==> src/rtl/esos_map.svh <==
/*
  Constants for the event and operation status block: field positions,
  reset values and error code limits.
  Assumes inclusion by bare name from the design files.
*/
`ifndef ESOS_MAP_SVH
`define ESOS_MAP_SVH

// Event status latch bit positions
`define ESOS_EV_OPC        0
`define ESOS_EV_UNUSED     1
`define ESOS_EV_QUERY      2
`define ESOS_EV_DEVICE     3
`define ESOS_EV_EXEC       4
`define ESOS_EV_COMMAND    5
`define ESOS_EV_LOCAL      6
`define ESOS_EV_POWER      7

// Status byte bit positions
`define ESOS_SB_ERRQ       2
`define ESOS_SB_QUES       3
`define ESOS_SB_MAV        4
`define ESOS_SB_ESB        5
`define ESOS_SB_MSS        6
`define ESOS_SB_OPER       7

// Activity status bit positions
`define ESOS_OP_CAL        0
`define ESOS_OP_SWEEP      3
`define ESOS_OP_MEAS       4
`define ESOS_OP_TRIG       5
`define ESOS_OP_HCOPY      8
`define ESOS_OP_CAPTURE    9
`define ESOS_OP_RANGE      10
`define ESOS_OP_ZERO       15

// Reset values
`define ESOS_ESR_RESET     8'h80
`define ESOS_ESE_RESET     8'h00
`define ESOS_PPE_RESET     8'h00
`define ESOS_OPEN_RESET    16'h0000

// Error code limits, two's complement
`define ESOS_CODE_M399     16'hFE71
`define ESOS_CODE_M300     16'hFED4
`define ESOS_CODE_M200     16'hFF38
`define ESOS_CODE_M100     16'hFF9C
`define ESOS_CODE_P1       16'h0001
`define ESOS_CODE_PMAX     16'h7FFF

`endif

==> src/rtl/esos_pkg.sv <==
/*
  Types for the event and operation status block.
  Assumes esos_map.svh is on the include path.
*/
package esos_pkg;

  // Common commands and status queries handled by this block
  typedef enum logic [3:0] {
    ESOS_CMD_ESR_Q   = 4'h0,
    ESOS_CMD_ESE_W   = 4'h1,
    ESOS_CMD_ESE_Q   = 4'h2,
    ESOS_CMD_PRE_W   = 4'h3,
    ESOS_CMD_PRE_Q   = 4'h4,
    ESOS_CMD_IST_Q   = 4'h5,
    ESOS_CMD_STB_Q   = 4'h6,
    ESOS_CMD_OPC     = 4'h7,
    ESOS_CMD_OCOND_Q = 4'h8,
    ESOS_CMD_OEVEN_Q = 4'h9,
    ESOS_CMD_OENAB_W = 4'hA,
    ESOS_CMD_OENAB_Q = 4'hB
  } esos_cmd_t;

endpackage

==> src/rtl/esos_edge_latch.sv <==
/*
  Activity event latch: catches each rising condition bit and holds it
  until the returned bits are cleared by a read.
  Assumes conditions are synchronous to core_clk_i.
*/
`timescale 1ns/1ns
`include "esos_map.svh"

module esos_edge_latch (
  input  wire logic        core_clk_i,  // Instrument clock
  input  wire logic        reset_n_i,   // Async reset, active low
  input  wire logic [15:0] cond_i,      // Current activity conditions
  input  wire logic [15:0] clr_i,       // Bits returned by a read
  output logic      [15:0] event_o      // Latched activity events
);

  logic [15:0] cond_prev_r;
  logic [15:0] event_r;
  logic [15:0] rise_w;
  logic [15:0] event_nxt;

  assign rise_w    = cond_i & ~cond_prev_r;
  // New edge wins over the clear of the same cycle
  assign event_nxt = (event_r & ~clr_i) | rise_w;
  assign event_o   = event_r;

  always_ff @(posedge core_clk_i or negedge reset_n_i) begin
    if (!reset_n_i) begin
      cond_prev_r <= `ESOS_OPEN_RESET;
      event_r     <= `ESOS_OPEN_RESET;
    end else begin
      cond_prev_r <= cond_i;
      event_r     <= event_nxt;
    end
  end
endmodule // esos_edge_latch

==> src/rtl/esos_status.sv <==
/*
  Event status, parallel poll flag and activity status of the instrument.
  Holds the event status latch and mask, the poll enable mask and the
  activity status register, and answers the common status commands.
  Assumes a command parser delivers one decoded command per cycle on the
  command port, and that all inputs are synchronous to core_clk_i.
*/
`timescale 1ns/1ns
`include "esos_map.svh"

// Notes on behaviour
// - Flag is OR of status byte AND poll mask
// - Poll mask includes status byte bit six
// - Flag readable by poll and query; mask writable
// - Enabled rising event sets event summary bit
// - Operation complete set when prior commands finish
// - Query error on unrequested read or unfetched data
// - Device error sets bit three, queues code
// - Execution error sets bit four, queues code
// - Command error sets bit five, queues code
// - Local control sets bit six; power-up bit seven
// - Event bit one has no function
// - Calibration bit held during whole calibration
// - Sweep and measure bits equal, unused in applications
// - Trigger wait bit while armed
// - Hardcopy bit while printing
// - Capture finish bit only in acquisition mode
// - Range completed bit when stop-after-range enabled
// - Bit fifteen zero; unused bits carry nothing
// - Activity register offers condition and event views
// - Summary from event and mask into higher register
// - Event summary bit is status byte bit five
// - Status byte bit seven summarises activity events
module esos_status (
  input  wire logic                  core_clk_i,        // Instrument clock
  input  wire logic                  reset_n_i,         // Async reset, low
  input  wire logic                  cmd_valid_i,       // Command strobe
  input  wire esos_pkg::esos_cmd_t   cmd_code_i,        // Command code
  input  wire logic [15:0]           cmd_data_i,        // Write argument
  input  wire logic                  other_cmd_i,       // Other new command
  input  wire logic                  talk_req_i,        // Controller reads
  input  wire logic                  msg_pending_i,     // Other data queued
  input  wire logic                  all_done_i,        // Prior cmds done
  input  wire logic                  dev_err_i,         // Device error
  input  wire logic                  exec_err_i,        // Execution error
  input  wire logic                  cmd_err_i,         // Command error
  input  wire logic [15:0]           err_code_i,        // Parser error code
  input  wire logic                  local_ctrl_i,      // Went to local
  input  wire logic                  err_queue_nempty_i, // Error queue used
  input  wire logic                  ques_summary_i,    // Questionable sum
  input  wire logic                  mss_i,             // Service summary
  input  wire logic                  calibration_active_i, // Calibration_active
  input  wire logic                  sweep_active_i,    // Base sweep running
  input  wire logic                  measurement_active_i, // Base measurement_active
  input  wire logic                  app_mode_i,        // Application active
  input  wire logic                  trig_wait_i,       // Armed for trigger
  input  wire logic                  hardcopy_i,        // Printing hardcopy
  input  wire logic                  multi_standard_acquisition_mode_i, // Mode
  input  wire logic                  capture_done_i,    // Capture finished ok
  input  wire logic                  stop_after_range_i, // Option enabled
  input  wire logic                  range_done_i,      // Range finished
  output logic                       resp_valid_o,      // Answer waiting
  output logic [15:0]                resp_data_o,       // Answer value
  output logic [7:0]                 status_byte_o,     // Status byte
  output logic                       individual_status_flag_o, // Poll flag
  output logic                       err_push_o,        // Queue error pulse
  output logic [15:0]                err_code_o         // Code to queue
);

  function automatic logic in_span(input logic [15:0] c,
                                   input logic [15:0] lo,
                                   input logic [15:0] hi);
    in_span = ($signed(c) >= $signed(lo)) && ($signed(c) <= $signed(hi));
  endfunction

  // Registers
  logic [7:0]  event_status_latch_r;
  logic [7:0]  event_status_mask_r;
  logic [7:0]  poll_enable_mask_r;
  logic [15:0] oper_enable_r;
  logic [15:0] oper_cond_r;
  logic        opc_armed_r;
  logic        resp_valid_r;
  logic [15:0] resp_data_r;
  logic [7:0]  status_byte_r;
  logic        ist_r;
  logic        err_push_r;
  logic [15:0] err_code_r;

  // Next values and decoded strobes
  logic [7:0]  esr_nxt;
  logic [7:0]  esr_set_w;
  logic [7:0]  esr_clr_w;
  logic [15:0] oper_cond_nxt;
  logic [15:0] oper_event_w;
  logic [15:0] oper_clr_w;
  logic [7:0]  stb_w;
  logic        ist_w;
  logic        esb_w;
  logic        oper_sum_w;
  logic        opc_hit_w;
  logic        qerr_w;
  logic        is_query_w;
  logic [15:0] query_val_w;
  logic        resp_valid_nxt;
  logic        err_any_w;
  logic [15:0] err_code_nxt;
  logic        base_busy_w;

  wire cmd_esr_q   = cmd_valid_i && cmd_code_i == esos_pkg::ESOS_CMD_ESR_Q;
  wire cmd_ese_w   = cmd_valid_i && cmd_code_i == esos_pkg::ESOS_CMD_ESE_W;
  wire cmd_ese_q   = cmd_valid_i && cmd_code_i == esos_pkg::ESOS_CMD_ESE_Q;
  wire cmd_pre_w   = cmd_valid_i && cmd_code_i == esos_pkg::ESOS_CMD_PRE_W;
  wire cmd_pre_q   = cmd_valid_i && cmd_code_i == esos_pkg::ESOS_CMD_PRE_Q;
  wire cmd_ist_q   = cmd_valid_i && cmd_code_i == esos_pkg::ESOS_CMD_IST_Q;
  wire cmd_stb_q   = cmd_valid_i && cmd_code_i == esos_pkg::ESOS_CMD_STB_Q;
  wire cmd_opc     = cmd_valid_i && cmd_code_i == esos_pkg::ESOS_CMD_OPC;
  wire cmd_ocond_q = cmd_valid_i && cmd_code_i == esos_pkg::ESOS_CMD_OCOND_Q;
  wire cmd_oeven_q = cmd_valid_i && cmd_code_i == esos_pkg::ESOS_CMD_OEVEN_Q;
  wire cmd_oenab_w = cmd_valid_i && cmd_code_i == esos_pkg::ESOS_CMD_OENAB_W;
  wire cmd_oenab_q = cmd_valid_i && cmd_code_i == esos_pkg::ESOS_CMD_OENAB_Q;

  // Activity conditions; unused bits and bit 15 stay zero
  assign base_busy_w = !app_mode_i &&
                       (sweep_active_i || measurement_active_i);
  always_comb begin
    oper_cond_nxt                   = 16'h0000;
    oper_cond_nxt[`ESOS_OP_CAL]     = calibration_active_i;
    oper_cond_nxt[`ESOS_OP_SWEEP]   = base_busy_w;
    oper_cond_nxt[`ESOS_OP_MEAS]    = base_busy_w;
    oper_cond_nxt[`ESOS_OP_TRIG]    = trig_wait_i;
    oper_cond_nxt[`ESOS_OP_HCOPY]   = hardcopy_i;
    oper_cond_nxt[`ESOS_OP_CAPTURE] = multi_standard_acquisition_mode_i &&
                                      capture_done_i;
    oper_cond_nxt[`ESOS_OP_RANGE]   = stop_after_range_i &&
                                      range_done_i;
  end

  // Event view of the activity register
  assign oper_clr_w = cmd_oeven_q ? oper_event_w : 16'h0000;
  esos_edge_latch u_oper_events (
    .core_clk_i (core_clk_i),
    .reset_n_i  (reset_n_i),
    .cond_i     (oper_cond_r),
    .clr_i      (oper_clr_w),
    .event_o    (oper_event_w)
  );

  // Operation complete fires as soon as earlier commands are done
  assign opc_hit_w = (opc_armed_r || cmd_opc) && all_done_i;

  // Unrequested read, or new command while an answer is unfetched
  assign qerr_w = (talk_req_i && !resp_valid_r && !msg_pending_i) ||
                  ((cmd_valid_i || other_cmd_i) &&
                   (resp_valid_r || msg_pending_i));

  always_comb begin
    esr_set_w                   = 8'h00;
    esr_set_w[`ESOS_EV_OPC]     = opc_hit_w;
    esr_set_w[`ESOS_EV_QUERY]   = qerr_w;
    esr_set_w[`ESOS_EV_DEVICE]  = dev_err_i;
    esr_set_w[`ESOS_EV_EXEC]    = exec_err_i;
    esr_set_w[`ESOS_EV_COMMAND] = cmd_err_i;
    esr_set_w[`ESOS_EV_LOCAL]   = local_ctrl_i;
  end
  assign esr_clr_w = cmd_esr_q ? event_status_latch_r : 8'h00;
  assign esr_nxt   = (event_status_latch_r & ~esr_clr_w) | esr_set_w;

  // Summary bits feed the status byte
  assign esb_w      = |(event_status_latch_r & event_status_mask_r);
  assign oper_sum_w = |(oper_event_w & oper_enable_r);
  always_comb begin
    stb_w                 = 8'h00;
    stb_w[`ESOS_SB_ERRQ]  = err_queue_nempty_i;
    stb_w[`ESOS_SB_QUES]  = ques_summary_i;
    stb_w[`ESOS_SB_MAV]   = resp_valid_r || msg_pending_i;
    stb_w[`ESOS_SB_ESB]   = esb_w;
    stb_w[`ESOS_SB_MSS]   = mss_i;
    stb_w[`ESOS_SB_OPER]  = oper_sum_w;
  end
  // Bit 6 is not masked out here
  assign ist_w = |(status_byte_r & poll_enable_mask_r);

  // Query answers
  assign is_query_w  = cmd_esr_q || cmd_ese_q || cmd_pre_q || cmd_ist_q ||
                       cmd_stb_q || cmd_ocond_q || cmd_oeven_q ||
                       cmd_oenab_q;
  assign query_val_w =
    cmd_esr_q   ? {8'h00, event_status_latch_r} :
    cmd_ese_q   ? {8'h00, event_status_mask_r}  :
    cmd_pre_q   ? {8'h00, poll_enable_mask_r}   :
    cmd_ist_q   ? {15'h0000, ist_r}             :
    cmd_stb_q   ? {8'h00, status_byte_r}        :
    cmd_ocond_q ? oper_cond_r                   :
    cmd_oeven_q ? oper_event_w                  :
    cmd_oenab_q ? oper_enable_r                 : 16'h0000;
  assign resp_valid_nxt = is_query_w ? 1'b1 :
                          (talk_req_i ? 1'b0 : resp_valid_r);

  // Error queue entry; command error has priority, out-of-class codes
  // are replaced by the class default
  assign err_any_w    = dev_err_i || exec_err_i || cmd_err_i;
  assign err_code_nxt =
    cmd_err_i  ? (in_span(err_code_i, `ESOS_CODE_M200, `ESOS_CODE_M100) ?
                  err_code_i : `ESOS_CODE_M100) :
    exec_err_i ? (in_span(err_code_i, `ESOS_CODE_M300, `ESOS_CODE_M200) ?
                  err_code_i : `ESOS_CODE_M200) :
    (in_span(err_code_i, `ESOS_CODE_M399, `ESOS_CODE_M300) ||
     in_span(err_code_i, `ESOS_CODE_P1, `ESOS_CODE_PMAX)) ?
      err_code_i : `ESOS_CODE_M300;

  always_ff @(posedge core_clk_i or negedge reset_n_i) begin
    if (!reset_n_i) begin
      event_status_latch_r <= `ESOS_ESR_RESET;
      event_status_mask_r  <= `ESOS_ESE_RESET;
      poll_enable_mask_r   <= `ESOS_PPE_RESET;
      oper_enable_r        <= `ESOS_OPEN_RESET;
      oper_cond_r          <= `ESOS_OPEN_RESET;
      opc_armed_r          <= 1'b0;
    end else begin
      event_status_latch_r <= esr_nxt;
      if (cmd_ese_w) begin
        event_status_mask_r <= cmd_data_i[7:0];
      end
      if (cmd_pre_w) begin
        poll_enable_mask_r <= cmd_data_i[7:0];
      end
      if (cmd_oenab_w) begin
        oper_enable_r <= cmd_data_i;
      end
      oper_cond_r <= oper_cond_nxt;
      opc_armed_r <= (opc_armed_r || cmd_opc) && !all_done_i;
    end
  end

  always_ff @(posedge core_clk_i or negedge reset_n_i) begin
    if (!reset_n_i) begin
      resp_valid_r  <= 1'b0;
      resp_data_r   <= 16'h0000;
      status_byte_r <= 8'h00;
      ist_r         <= 1'b0;
      err_push_r    <= 1'b0;
      err_code_r    <= 16'h0000;
    end else begin
      resp_valid_r  <= resp_valid_nxt;
      if (is_query_w) begin
        resp_data_r <= query_val_w;
      end
      status_byte_r <= stb_w;
      ist_r         <= ist_w;
      err_push_r    <= err_any_w;
      if (err_any_w) begin
        err_code_r <= err_code_nxt;
      end
    end
  end

  assign resp_valid_o             = resp_valid_r;
  assign resp_data_o              = resp_data_r;
  assign status_byte_o            = status_byte_r;
  assign individual_status_flag_o = ist_r;
  assign err_push_o               = err_push_r;
  assign err_code_o               = err_code_r;
endmodule // esos_status

==> config.mk <==
export PLATFORM = sky130hd
export DESIGN_NAME = esos_status
export DESIGN_NICKNAME = d
export VERILOG_FILES = /design/src/rtl/esos_pkg.sv /design/src/rtl/esos_edge_latch.sv /design/src/rtl/esos_status.sv
export VERILOG_INCLUDE_DIRS = /design/src /design/src/rtl
export SDC_FILE = /design/constraint.sdc
export NUM_CORES = 1
export LEC_CHECK = 0
export ABC_CLOCK_PERIOD_IN_PS = 1600
export BUFFER_PORTS_ARGS = -buffer_cell sky130_fd_sc_hd__buf_2
export CAP_MARGIN = 20
export CORE_ASPECT_RATIO = 0.75
export CORE_MARGIN = 2
export CORE_UTILIZATION = 56
export CTS_BUF_LIST = sky130_fd_sc_hd__clkbuf_8
export DETAILED_ROUTE_END_ITERATION = 8
export GPL_TIMING_DRIVEN = 1
export PLACE_DENSITY_LB_ADDON = 0.12
export SETUP_SLACK_MARGIN = 0.3
export SLEW_MARGIN = 40
export SYNTH_ARGS = -nofsm -noshare
export SYNTH_HDL_FRONTEND = slang
export SYNTH_SLANG_ARGS = --single-unit
==> constraint.sdc <==
create_clock -name core_clk_i -period 1.6 [get_ports core_clk_i]
set_input_delay 0.16 -clock core_clk_i [delete_from_list [all_inputs] [get_ports core_clk_i]]
set_output_delay 0.16 -clock core_clk_i [all_outputs]
set_load 0.1 [all_outputs]
==> flow_summary_export.csv <==
group,metric,value,unit
layout,fill_cells,553,
layout,area_growth,39.2,%
timing,grt_setup_unrepaired,"true",
layout,antenna_cells,0,
pwr,sw_frac_of_total,34.8,%
setup_path,rrSetupSlack,0.24,ns
logic_synthesis,async_flop_share,100,%
run_status,outcome,"finished clean",
logic_synthesis,ys_seq_elements,110,
setup_path,r2r-start,"oper_cond_r[4]$_DFF_PN0_",
pwr,power_frac_seq,47.0,%
drt,finalWirelength,12700,µm
global_routing,grt_pass1_vias,3962,
timing,skew,0.0103,ns
layout,drive_gt1_share,44.1,%
die,placementRows,29,
timing,finalHoldViolCount,0,
setup_path,timing.rr.end,"resp_data_o[3]$_DFFE_PN0P_",
logic_synthesis,yosysWarnings,0,
clock_network,clockRootBuffer,"clkbuf_8",
die,coreArea,8350,µm²
clock_network,cts_max_path_buffers,2,
die,initial_core_util,56.8,%
pwr,switchingPower,2.52,mW
pwr,pwr-share-clk,25.2,%
drt,drc,0,
min_path,whs_path_depth,2,
clock_network,clock_sinks,110,
die,fp.dieH,83.7,µm
timing,fmax,625,MHz
clock_network,cts_max_level,3,
setup_path,critPathBufInv,1,
global_routing,grt_max_degree,59,
clock_network,cts_tree,"done",
place,dp_slack,-0.380,ns
timing,timing.slew.headroom,51.1,%
setup_path,critical_path_class,"in -> reg",
timing,period_minus_slack,1.60,ns
timing,timing.final.max_slew_violations,0,
drt,routedWlPerCell,18.3,µm
setup_path,slowest_delay,0.43,ns
logic_synthesis,netlist_top_cells_area,"dfrtp_1 (58%), mux2_2 (7.6%), a22oi_1 (2.9%)",
pwr,ir_worst_vdd,741,µV
setup_path,end_kind,"flip-flop",
place,hpwl,9200,µm
drt,first_iter_violations,368,
min_path,holdPathEnd,"oper_enable_r[14]$_DFFE_PN0P_",
die,boundaryPins,103,
setup_path,start_kind,"input pin",
timing,fin_crit_sh,100,%
pwr,combPwrFrac,27.8,%
logic_synthesis,netlist_instances,401,
timing,worst_slack,0.000447,ns
logic_synthesis,synth.largest_area_cell,"dfrtp_1",
place,port_buffers,100,
min_path,hold_path.class,"in -> reg",
layout,final_util,79.0,%
pwr,internal-power,4.72,mW
setup_path,reg2reg_depth,7,
die,die_area,9220,µm²
global_routing,grt-ovfl-total,0,
pwr,leakagePower,3.04,nW
logic_synthesis,ys_seq_area_share,58.1,%
die,die_x,110,µm
logic_synthesis,netlist_area,4740,µm²
timing,worstMarginPinSlew,0.729,ns
setup_path,critical_path.slowest_cell,"or3b_4",
logic_synthesis,synth_edf_count,0,
place,gp_congestion,0.943,
global_routing,grt.total_usage,29.1,%
drt,vias,4018,
pwr,powerDensity,1100,nW/µm²
clock_network,clk_pin_slew,0.10,ns
logic_synthesis,synth.top_cells.by_count,"dfrtp_1 (109), mux2_2 (32), nand2_1 (29)",
logic_synthesis,yosys.area.top_type_share,57.6,%
drt,vias_per_cell,5.81,
clock_network,cts-buffers-inserted,9,
clock_network,clock_latency,0.37,ns
drt,ant_nets,0,
setup_path,worstPathCellList,"buf_8, nor4_4, or3b_4, a221oi_4, o211a_1, a22oi_2, o22a_1",
drt,first_pass_iters,6,
pwr,p_total,7.24,mW
layout,layout.nets,638,
timing,setup_viol,0,
flow_run,cap_violations,0,
logic_synthesis,synth_cell_type_count,57,
min_path,min_from,"cmd_data_i[14]",
setup_path,required,1.87,ns
logic_synthesis,yosysMostFrequentCell,"dfrtp_1",
setup_path,path_delay_family,"compound AO/OA/AOI/OAI gates",
global_routing,grt_first_pass_wirelength,20300,µm
logic_synthesis,avgSynthCellArea,11.8,µm²
setup_path,crit_fanout,6,
logic_synthesis,dominantRegCellSynth,"dfrtp_1",
setup_path,arrival,1.87,ns
global_routing,grt_antenna_before_repair,0,
-- timing repair --
action / CTS / global route
buffers inserted: 4 / 2
pin swaps: 9 / 14
hold buffers: 19 / 2
cloned: 0 / 0
gates resized for setup: 60 / 22
endpoints found under the setup margin: 59 / 23
hold endpoints to repair: 124 / 2
-- final cells by class --
type / instances / area, µm² / share of cell area (%)
flip-flops and latches: 110 / 2770 / 42.0
multi-input cells: 259 / 2010 / 30.5
repair buffers: 182 / 1390 / 21.1
clock buffers: 10 / 138 / 2.09
well taps: 108 / 135 / 2.05
clock inverters: 6 / 86.3 / 1.31
inverters: 16 / 60.1 / 0.911
-- registers in the layout, indices dropped and copies added, names as in the netlist --
register,count
u_oper_events.cond_prev_r,6
status_byte_o,6
err_code_o,16
oper_enable_r,16
poll_enable_mask_r,8
event_status_mask_r,8
err_push_o,1
resp_valid_o,1
u_oper_events.event_o,16
individual_status_flag_o,1
resp_data_o,16
opc_armed_r,1
event_status_latch_r,8
oper_cond_r,6
-- per-stage QoR --
step / TNS, ns / cell area (µm²) / cells / hold WS (ns)
6_report: 0 / 6600 / 691 / 0.0186
5_1_grt: -0.417 / 6600 / 691 / 0.00130
4_1_cts: 0 / 6470 / 687 / 0.00337
3_5_place_dp: -5.61 / 5850 / 648 / 0.190
3_3_place_gp: -6.05 / 5850 / 648 / 0.184
2_1_floorplan: -2.05 / 4860 / 402 / -0.136
-- worst max path at each step --
stage,startpoint,depth (start not counted),slack [ns],end
2_1_floorplan,err_code_i[6],7,-0.18,err_code_o[3]$_DFFE_PN0P_
3_3_place_gp,err_code_i[8],7,-0.35,err_code_o[9]$_DFFE_PN0P_
3_5_place_dp,err_code_i[7],7,-0.38,err_code_o[9]$_DFFE_PN0P_
4_1_cts,err_code_i[8],7,0.04,err_code_o[10]$_DFFE_PN0P_
5_1_grt,err_code_i[8],8,-0.06,err_code_o[15]$_DFFE_PN0P_
6_report,err_code_i[8],7,0.0004,err_code_o[9]$_DFFE_PN0P_
-- power by group through the flow --
stage,Clock [mW],Combinational [mW],Sequential [mW]
floorplan,0,0.541,4.18
global placement,0,1.82,3.42
detailed placement,0,1.85,3.44
CTS,1.87,1.99,3.39
global route,2.00,2.13,3.44
finish,1.82,2.02,3.40
-- placed cells by master, fill, tap and decap left out, drive strengths merged, types with 3 or more instances in the layout --
master	netlist	routed
nand3	3	3
and2	15	15
a21oi	10	10
inv	16	17
a22o	10	10
nor4	4	4
nor3	8	8
nor2b	6	6
dfrtp	109	109
clkinv	0	3
dlygate4sd3	0	21
a21o	4	4
a211oi	4	4
o21ai	16	16
or2	5	5
clkbuf	9	10
nand4	10	10
buf	8	161
nand2b	5	5
nand2	29	29
nor2	21	21
a222oi	7	7
a22oi	19	19
a221oi	5	5
o22a	8	8
mux2i	5	5
mux2	32	32
-- kinds of logic after synthesis --
| logic type | synth area share, % |
|---|---|
| simple gates | 13.3 |
| flops | 58.1 |
| compound gates | 16.8 |
| mux | 8.66 |
| buf+inv | 3.06 |
| other cells | 0.0791 |
-- per-layer routing --
metal  vias up  track usage, %  part of all wire (%)
met5         -               0                     0
met4         0            4.77                  0.72
met3         8            8.35                   7.9
met2       152            41.7                    46
met1      2020            45.2                    46
li1       1838               -                     -
Note: power is estimated with default switching activity, not from simulation.
